**config.mk**
```make
export PLATFORM = sky130hd
export DESIGN_NAME = line_status_irq_mask
export DESIGN_NICKNAME = d
export VERILOG_FILES = /design/src/inc/line_status_irq_pkg.sv /design/src/design/line_status_irq_mask.sv /design/src/design/zero_run_detect.sv
export SDC_FILE = /design/constraint.sdc
export NUM_CORES = 1
export LEC_CHECK = 0
export ABC_AREA = 1
export BUFFER_PORTS_ARGS = -buffer_cell sky130_fd_sc_hd__buf_2
export CAP_MARGIN = 10
export CORE_MARGIN = 2
export CORE_UTILIZATION = 45
export CTS_CLUSTER_SIZE = 8
export DETAILED_ROUTE_END_ITERATION = 10
export PLACE_DENSITY = 0.71
export RECOVER_POWER = 50
export SLEW_MARGIN = 10
export SYNTH_ARGS = -nofsm -noshare
export SYNTH_HDL_FRONTEND = slang
export SYNTH_HIERARCHICAL = 1
export SYNTH_SLANG_ARGS = --single-unit
```
**constraint.sdc**
```tcl
create_clock -name core_clk -period 2.1 [get_ports core_clk]
set_clock_uncertainty 0.05 [all_clocks]
set_input_delay 0.21 -clock core_clk [delete_from_list [all_inputs] [get_ports core_clk]]
set_output_delay 0.21 -clock core_clk [all_outputs]
set_load 0.02 [all_outputs]
```
**src/inc/line_status_irq_pkg.sv**
```systemverilog
// Constants, carriers and field layout for the line status interrupt block.
// Assumes all inputs come from logic on core_clk; no pin is sampled here.
// Summary of operation
// - Eight-bit mask at 07H; a one passes the same-position alarm to the interrupt.
// - Mask order loop-up, loop-down, tx clock, all ones, carrier, current, open, prbs.
// - Bit 6 latches on 16 or more consecutive zeros; cleared by reading.
// - Bit 5 latches on HDB3 word (select 0) or B8ZS word (select 1).
// - Bit 4 latches when carrier loss clears; cleared by reading.
// - Bit 3 latches when unframed all ones ends; cleared by reading.
// - Bit 2 latches when jitter FIFO fill is within 4 of its limit.
// - Host writes ones where it reads; only those positions refresh, others hold.
// - Carrier, all-ones and tx clock alarms interrupt on every change until read.
package line_status_irq_pkg;
    localparam logic [7:0] ADDR_ALARM_STATUS = 8'h06;
    localparam logic [7:0] ADDR_IRQ_MASK     = 8'h07;
    localparam logic [7:0] ADDR_RX_FLAGS     = 8'h08;

    localparam int BIT_LOOP_UP      = 7;
    localparam int BIT_LOOP_DOWN    = 6;
    localparam int BIT_TX_CLOCK     = 5;
    localparam int BIT_ALL_ONES     = 4;
    localparam int BIT_CARRIER      = 3;
    localparam int BIT_CURRENT      = 2;
    localparam int BIT_OPEN_CIRCUIT = 1;
    localparam int BIT_PRBS         = 0;

    localparam int FLAG_ZERO_STRING = 7;
    localparam int FLAG_SIXTEEN     = 6;
    localparam int FLAG_CODE_WORD   = 5;
    localparam int FLAG_CARRIER_CLR = 4;
    localparam int FLAG_ONES_CLR    = 3;
    localparam int FLAG_JITTER      = 2;

    localparam logic [7:0] RESET_IRQ_MASK   = 8'h00;
    localparam logic [7:0] RESET_RX_FLAGS   = 8'h00;
    localparam logic [7:0] RX_FLAGS_USED    = 8'hfc;
    localparam logic [7:0] CHANGE_IRQ_BITS  = 8'h38;
    localparam logic [4:0] SIXTEEN_ZERO_RUN = 5'h10;
    localparam logic [4:0] ZERO_RUN_MAX     = 5'h1f;
    localparam logic [8:0] JITTER_MARGIN    = 9'h004;

    typedef struct packed {
        logic       wr;
        logic       rd;
        logic [7:0] addr;
        logic [7:0] wdata;
    } host_req_t;

    typedef struct packed {
        logic       bitValid;
        logic       bitIn;
        logic       hdb3Word;
        logic       b8zsWord;
        logic       carrierLost;
        logic       allOnes;
        logic [7:0] jitterFill;
        logic [7:0] jitterLimit;
    } rx_events_t;
endpackage : line_status_irq_pkg

```
**src/design/line_status_irq_mask.sv**
```systemverilog
// Interrupt mask and receive event flag registers on the parallel host port.
// Assumes host strobes and receive events are one-cycle signals on core_clk.
`timescale 1ns/10ps
module line_status_irq_mask
    import line_status_irq_pkg::*;
#(
    parameter logic [4:0] ZERO_RUN_SEL0 = 5'h04,
    parameter logic [4:0] ZERO_RUN_SEL1 = 5'h08
)(
    input  wire logic                             core_clk,
    input  wire logic                             resetn,
    input  wire line_status_irq_pkg::host_req_t   hostReq,
    output logic [7:0]                            regRdData,
    input  wire line_status_irq_pkg::rx_events_t  rxEvents,
    input  wire logic                             lineStandardSelect,
    input  wire logic [7:0]                       alarmStatus,
    output logic                                  intN
);
    typedef struct packed {
        logic [7:0] mask;
        logic [7:0] pend;
        logic [7:0] srMask;
        logic [7:0] alarmPrev;
        logic [7:0] flags;
        logic [7:0] view;
        logic [7:0] rxMask;
        logic       carrierPrev;
        logic       onesPrev;
        logic [7:0] rdData;
        logic       intN;
    } irq_state_t;

    irq_state_t s_q, s_d;
    logic       hitSixteen;
    logic       hitSelected;
    logic [7:0] setFlags;
    logic [7:0] clrFlags;
    logic [7:0] setPend;
    logic [7:0] clrPend;
    logic       jitterNear;

    function automatic logic ended(input logic prev, input logic cur);
        ended = prev & ~cur;
    endfunction : ended

    function automatic logic hit(input host_req_t r, input logic strobe, input logic [7:0] a);
        hit = strobe && (r.addr == a);
    endfunction : hit

    zero_run_detect u_zero_run (
        .core_clk     (core_clk),
        .resetn       (resetn),
        .bitValid     (rxEvents.bitValid),
        .bitIn        (rxEvents.bitIn),
        .selThreshold (lineStandardSelect ? ZERO_RUN_SEL1 : ZERO_RUN_SEL0),
        .hitSixteen   (hitSixteen),
        .hitSelected  (hitSelected)
    );

    always_comb begin
        s_d        = s_q;
        jitterNear = ({1'b0, rxEvents.jitterFill} + JITTER_MARGIN) >= {1'b0, rxEvents.jitterLimit};

        setFlags                   = 8'h00;
        setFlags[FLAG_ZERO_STRING] = hitSelected;
        setFlags[FLAG_SIXTEEN]     = hitSixteen;
        // Decode enable plays no part: the words are seen on the raw line
        setFlags[FLAG_CODE_WORD]   = lineStandardSelect ? rxEvents.b8zsWord : rxEvents.hdb3Word;
        setFlags[FLAG_CARRIER_CLR] = ended(s_q.carrierPrev, rxEvents.carrierLost);
        setFlags[FLAG_ONES_CLR]    = ended(s_q.onesPrev, rxEvents.allOnes);
        setFlags[FLAG_JITTER]      = jitterNear;

        // Only bits the host asked for and was shown are cleared on read
        clrFlags = hit(hostReq, hostReq.rd, ADDR_RX_FLAGS) ? (s_q.view & s_q.rxMask) : 8'h00;
        s_d.flags = ((s_q.flags & ~clrFlags) | setFlags) & RX_FLAGS_USED;

        if (hit(hostReq, hostReq.wr, ADDR_RX_FLAGS)) begin
            s_d.rxMask = hostReq.wdata;
            s_d.view   = (s_q.view & ~hostReq.wdata) | (s_q.flags & hostReq.wdata);
        end
        if (hit(hostReq, hostReq.wr, ADDR_IRQ_MASK)) begin
            s_d.mask = hostReq.wdata;
        end
        if (hit(hostReq, hostReq.wr, ADDR_ALARM_STATUS)) begin
            s_d.srMask = hostReq.wdata;
        end

        // Change-type alarms interrupt both ways, the rest only on rising
        setPend = ((alarmStatus ^ s_q.alarmPrev) & CHANGE_IRQ_BITS)
                | (alarmStatus & ~s_q.alarmPrev & ~CHANGE_IRQ_BITS);
        clrPend = hit(hostReq, hostReq.rd, ADDR_ALARM_STATUS) ? s_q.srMask : 8'h00;
        s_d.pend = (s_q.pend & ~clrPend) | setPend;
        s_d.intN = ~|(s_d.pend & s_d.mask);

        s_d.alarmPrev   = alarmStatus;
        s_d.carrierPrev = rxEvents.carrierLost;
        s_d.onesPrev    = rxEvents.allOnes;

        if (hostReq.rd) begin
            case (hostReq.addr)
                ADDR_ALARM_STATUS: s_d.rdData = alarmStatus;
                ADDR_IRQ_MASK:     s_d.rdData = s_q.mask;
                ADDR_RX_FLAGS:     s_d.rdData = s_q.view & RX_FLAGS_USED;
                default:           s_d.rdData = 8'h00;
            endcase
        end
    end

    always_ff @(posedge core_clk or negedge resetn) begin
        if (!resetn) begin
            s_q      <= '0;
            s_q.mask <= RESET_IRQ_MASK;
            s_q.flags <= RESET_RX_FLAGS;
            s_q.intN <= 1'b1;
        end else begin
            s_q <= s_d;
        end
    end

    assign regRdData = s_q.rdData;
    assign intN      = s_q.intN;
endmodule : line_status_irq_mask

```
**src/design/zero_run_detect.sv**
```systemverilog
// Consecutive-zero run counter with two threshold pulses.
// Assumes bitValid marks one received bit per pulse, on core_clk.
`timescale 1ns/10ps
module zero_run_detect
    import line_status_irq_pkg::*;
(
    input  wire logic       core_clk,
    input  wire logic       resetn,
    input  wire logic       bitValid,
    input  wire logic       bitIn,
    input  wire logic [4:0] selThreshold,
    output logic            hitSixteen,
    output logic            hitSelected
);
    typedef struct packed {
        logic [4:0] run;
        logic       hit16;
        logic       hitSel;
    } run_state_t;

    run_state_t s_q, s_d;

    // Count saturates so a long run fires each threshold exactly once
    always_comb begin
        s_d        = s_q;
        s_d.hit16  = 1'b0;
        s_d.hitSel = 1'b0;
        if (bitValid) begin
            if (bitIn) begin
                s_d.run = 5'h00;
            end else begin
                if (s_q.run != ZERO_RUN_MAX) begin
                    s_d.run = s_q.run + 5'h01;
                end
                s_d.hit16  = (s_q.run == SIXTEEN_ZERO_RUN - 5'h01);
                s_d.hitSel = (s_q.run == selThreshold - 5'h01);
            end
        end
    end

    always_ff @(posedge core_clk or negedge resetn) begin
        if (!resetn) begin
            s_q <= '0;
        end else begin
            s_q <= s_d;
        end
    end

    assign hitSixteen  = s_q.hit16;
    assign hitSelected = s_q.hitSel;
endmodule : zero_run_detect

```
== Word level (Yosys, flattened, before mapping) ==
Index checks and enable logic that the tools add are counted.

* Bits in registers: 72
* Bits of input ports: 51
* Output and inout bits: 9
* Logic and storage cells: 63

* $add $sub $neg: 3
* Magnitude comparators: 1
* Reductions and logical operators: 9
* Eq/ne operators: 6
* Bitwise operators: 20
* Muxes and demuxes: 10

{| class="wikitable"
|+ Operators by type and width
! operator !! count
|-
| 8-bit AND || 7
|-
| 8-bit inverter || 4
|-
| 8-bit two-way mux || 3
|-
| 8-bit OR || 3
|-
| 8-bit one-hot mux with 3 select lines || 1
|-
| 8-bit by 3-bit == test with 1-bit output (second input constant) || 2
|-
| 5-bit two-way mux || 2
|-
| 8-bit by 3-bit adder with 9-bit output (second input constant) || 1
|-
| 9-bit by 8-bit greater-or-equal comparator with 1-bit output || 1
|-
| 8-bit by 4-bit == test with 1-bit output (second input constant) || 1
|-
| 6-bit by 8-bit OR with 8-bit output || 1
|-
| 8-bit OR reduction || 1
|-
| 6-bit XOR || 1
|-
| 5-bit by 1-bit adder with 5-bit output (second input constant) || 1
|-
| 5-bit by 4-bit == test with 1-bit output (second input constant) || 1
|-
| 5-bit == test || 1
|-
| 1-bit logical AND || 5
|-
| 5-bit != test (second input constant) || 1
|-
| 4-bit by 1-bit subtractor with 5-bit output (second input constant) || 1
|-
| 2-bit two-way mux || 2
|-
| 4-bit two-way mux || 1
|-
| 1-bit AND || 2
|-
| 1-bit inverter || 2
|-
| 2-bit AND reduction || 1
|-
| other kinds (3) || 3
|}

== Depth between registers and ports, before layout ==
* Depth after elaboration: 9
* Gate-level depth with buffers: 13
* Gate-level depth less buffers: 12

== Hierarchy ==
The synthesis kept the hierarchy.

{| class="wikitable"
|+ Modules (own cells, without submodules)
! module !! instances !! area an instance (um^2) !! cells each !! seq. area each (um^2)
|-
| line_status_irq_mask || 1 || 2,942.8 || 320 || 1,527.7
|-
| zero_run_detect || 1 || 534.3 || 79 || 175.2
|}

== Worst setup path after synthesis ==
Ideal clock, no wire load.

* Kind: input-to-reg
* Start: input port rxEvents[10] (netlist bit)
* End: register s_q[29] (netlist bit)
* Slack: 0.515 ns
* Arrival: 1.465 ns
* Stages: 8
* Buffers on the path: 0
* Library setup time: 0.070 ns
* Required time: 1.980 ns
* Cells stage by stage: ha_1 > nand3_1 > xor2_1 > inv_1 > ha_1 > nand2_1 > or3_1 > nand4_1

{| class="wikitable"
|+ RTL lines
! element !! line !! text
|-
| start, declared || line_status_irq_mask.sv:14 || <nowiki>input wire line_status_irq_pkg::rx_events_t rxEvents,</nowiki>
|-
| end, declared || line_status_irq_mask.sv:33 || <nowiki>irq_state_t s_q, s_d;</nowiki>
|}

== Worst setup path after layout ==
* Start: register u_zero_run/s_q[2] (netlist bit)
* End: register u_zero_run/s_q[2] (netlist bit)

* Cells in the longest elaborated chain, start to end: 3
* Elaborated cells on any way between the ends: 6
* Classes of those cells: add/sub: 1; eq/ne: 1; mux: 2; reduce/logical: 2

{| class="wikitable"
|+ Ends and longest elaborated chain
! element !! line !! text
|-
| start, declared || zero_run_detect.sv:21 || <nowiki>run_state_t s_q, s_d;</nowiki>
|-
| start signal, assigned || zero_run_detect.sv:43 || <nowiki>s_q <= '0;</nowiki>
|-
| start signal, assigned || zero_run_detect.sv:45 || <nowiki>s_q <= s_d;</nowiki>
|-
| 5-bit by 1-bit adder with 5-bit output or 5-bit != test (tied branches) || zero_run_detect.sv:33, zero_run_detect.sv:32 ||
|-
| 5-bit two-way mux or 2-bit nonzero test (tied branches) || n/a ||
|-
| 5-bit two-way mux or 2-bit AND reduction (tied branches) || n/a ||
|}

Parallel ways exist; a longest one is shown, timed or not. The select of a mux whose other input is x is not followed.
A chain may end at the register's enable or synchronous reset.

==> qor.csv <==
metric,value,unit
status,"complete, no violations",
Switching Share,24.25,%
clock power share,37.6,%
DP Area,3866,sq um
Synth top cells by count,"118 x nand2_1, 67 x dfrtp_1, 53 x inv_1, 25 x nand3_1, 18 x o21ai_0",
drt total wl,6.562,mm
Worst slew margin,29.93,%
antenna violations before repair,0,
register area,1703,sq um
Die Y,91.90,microns
"Hold Vio Cnt, Final",0,
share of cells above drive strength 1,19.50,%
crit share post-route,80.06,%
io pins,60,
worst hold-check path type,in -> reg,
ys async rst share,100.0,%
clk_lat worst skew,0.34,ns
crit-path cells,"ha_1, nand2_1, nor2_1, ha_1, inv_1, o21ai_2, nand2_1, o21ai_1",
compound-gate portion of the synthesized area,7.881,%
Startpoint Class,register,
worst supply voltage drop on vdd,322.8,uV
GR Overflow Total,0,
number of max-cap violations,0,
CP endpoint kind,register,
vias,2741,
pwr/cell area,673.8,nW/um^2
ANT cells,0,
largest net degree at the start of global routing,51,
synth warn,6,
die footprint,8446,sq um
"area leader, netlist",dfrtp_1,
clock buffer depth,2,
internal power,2.100,mW
xor and xnor area share after synthesis,2.015,%
Synth area leaders,"dfrtp_1 48%, nand2_1 13%, inv_1 5.7%",
crit path max-delay cell type,dfrtp_1,
Final nets,541,
Root Buffer,clkbuf_8,
syn_area_per_cell,8.714,sq um
Adder-Cell Fraction of Synth Area,4.678,%
multiplexer area fraction after synthesis,4.210,%
required time worst endpoint,2.33,ns
Final min period,1.681,ns
hold_ws,0.03821,ns
Final setup viols,0,
core area,7607,sq um
DR pass1 iterations,5,
routability congestion estimate,0.7701,
vias in the first global route,2703,
Worst path max stage delay,0.47,ns
Via density,4.693,
top_reg_cell synth,dfrtp_1,
Final Power,2.772,mW
Final Max Tran Viols,0,
Comb pwr share,11.4,%
hpwl dp,4.830,mm
Synth top area share,48.22,%
CP arrival,1.91,ns
clock sink count,68,
GRT Total Usage,17.17,%
CTS tree,built,
multi-input gate area in the final layout,1438,sq um
first-pass GRT wire length,11.43,mm
"EDFF count, synth",0,
sequential power share,51.0,%
setup total negative slack,0,ns
Synth Instances,399,
CTS resizes,0,
Simple-Gate Fraction of Synth Area,22.60,%
RSZ-0062 raised after global routing,false,
Post-route DRC,0,
register area share after synthesis,48.97,%
Port-buffer cells,59,
clock-pin slew on the worst setup and hold paths,0.07,ns
post-synth cell types,36,
row cnt,32,
f_max,0.5948,GHz
cell area after layout,4114,sq um
leakage,2.165,nW
initial core utilization,45.71,%
CTS Buf Count,9,
most common cell in the netlist,nand2_1,
Slew @ Worst Pin,1.051,ns
Netlist Area Pre-Place,3477,sq um
critical path class,reg -> reg,
crit path max fanout,7,
fillers,730,
routed len/inst,11.24,microns
H-tree depth,3,
Psw,0.6721,mW
Die W,91.90,microns
area delta synth->final,18.32,%
post-route ant nets,0,
Iter 0 DRT Violations,111,
main combinational cell family by area after synthesis,simple AND/OR/NAND/NOR gates,
#FFs+latches synth,68,
## kinds of logic after synthesis
kind of cell	Yosys count
multiplexers	13
AND/OR/NAND/NOR	176
AO/OA/AOI/OAI	46
buffers and inverters	74
adder cells (fa/ha/maj)	13
XOR/XNOR	8
flip-flops	68
other	1
## worst paths after layout
kind,endpoint,start,slack [ns],cells past startpoint
min,s_q[32],rxEvents[19],0.04,3
max,u_zero_run/s_q[2],u_zero_run/s_q[2],0.42,8
min reg2reg,s_q[34],u_zero_run/hitSelected,0.38,1
max in group asynchronous,s_q[30],resetn,0.68,3
min in group asynchronous,regRdData[1],resetn,0.52,2
max reg2reg,u_zero_run/s_q[2],u_zero_run/s_q[2],0.42,8
## metrics by stage
step                      worst slack [ns]  cells  util, %
after floorplan                     0.5146    405        -
after global placement              0.3473    557    50.82
after detailed placement            0.3108    557    50.82
after CTS                           0.4124    584    54.74
after global routing                0.2208    584    54.08
final                               0.4188    584    54.08
## sequential cells by signal (all words and copies together), names as in the netlist, named ones only
register / flops
s_q: 46
u_zero_run/s_q: 5
u_zero_run/hitSelected: 1
intN: 1
regRdData: 8
u_zero_run/hitSixteen: 1
## final cells by class
cell class	instances	share of cell area [%]
well taps	102	3.102
flip-flops and latches	68	41.39
clock buffers	14	3.710
multi-input cells	263	34.95
repair buffers	75	10.52
inverters	60	5.474
clock inverters	2	0.8516
## cell usage in the layout, fill, tap and decap left out, types with 2 or more instances in the layout
cell,synthesis,layout
or2_2,2,2
clkbuf_1,1,16
nand3_1,25,26
dfrtp_1,67,67
nor2_2,3,3
nand2_1,118,119
xor2_1,4,4
clkbuf_8,0,10
o21ai_0,18,24
nor2_4,2,2
o21a_1,7,7
xnor2_1,4,4
o21ai_2,4,2
o21ai_1,8,4
a21o_1,3,3
inv_1,53,54
a21oi_1,5,5
mux2_2,12,12
buf_2,1,50
conb_1,1,7
nand4_1,6,6
inv_2,6,5
ha_1,13,13
nor2_1,12,12
nand3b_1,2,2
dlygate4sd3_1,0,11
## metal layers
layer	track usage, %	vias to the layer above	wire [microns]
li1	-	1402	-
met1	21.25	1274	2968
met2	28.13	55	3160
met3	6.409	10	349
met4	5.100	0	83
met5	0	-	0
## critical path, delay by kind of cell (launching register included)
family,cells,cell delay (ns)
AND/OR/NAND/NOR,3,0.29
buffers and inverters,1,0.08
AO/OA/AOI/OAI,2,0.31
flip-flops,1,0.47
adder cells (fa/ha/maj),2,0.41
## power groups by stage
stage	Combinational, mW	Clock (mW)	Sequential, mW
after floorplan	0.173	0	1.44
after global placement	0.302	0	1.44
after detailed placement	0.309	0	1.44
after CTS	0.327	1.06	1.41
after global routing	0.362	1.13	1.42
final	0.316	1.04	1.41
## timing repair
item | 4_1_cts | 5_1_grt
setup buffers | 0 | 0
endpoints found under the hold margin | 27 | 0
hold buffers | 11 | 0
Note: power is estimated with default switching activity, not from simulation.
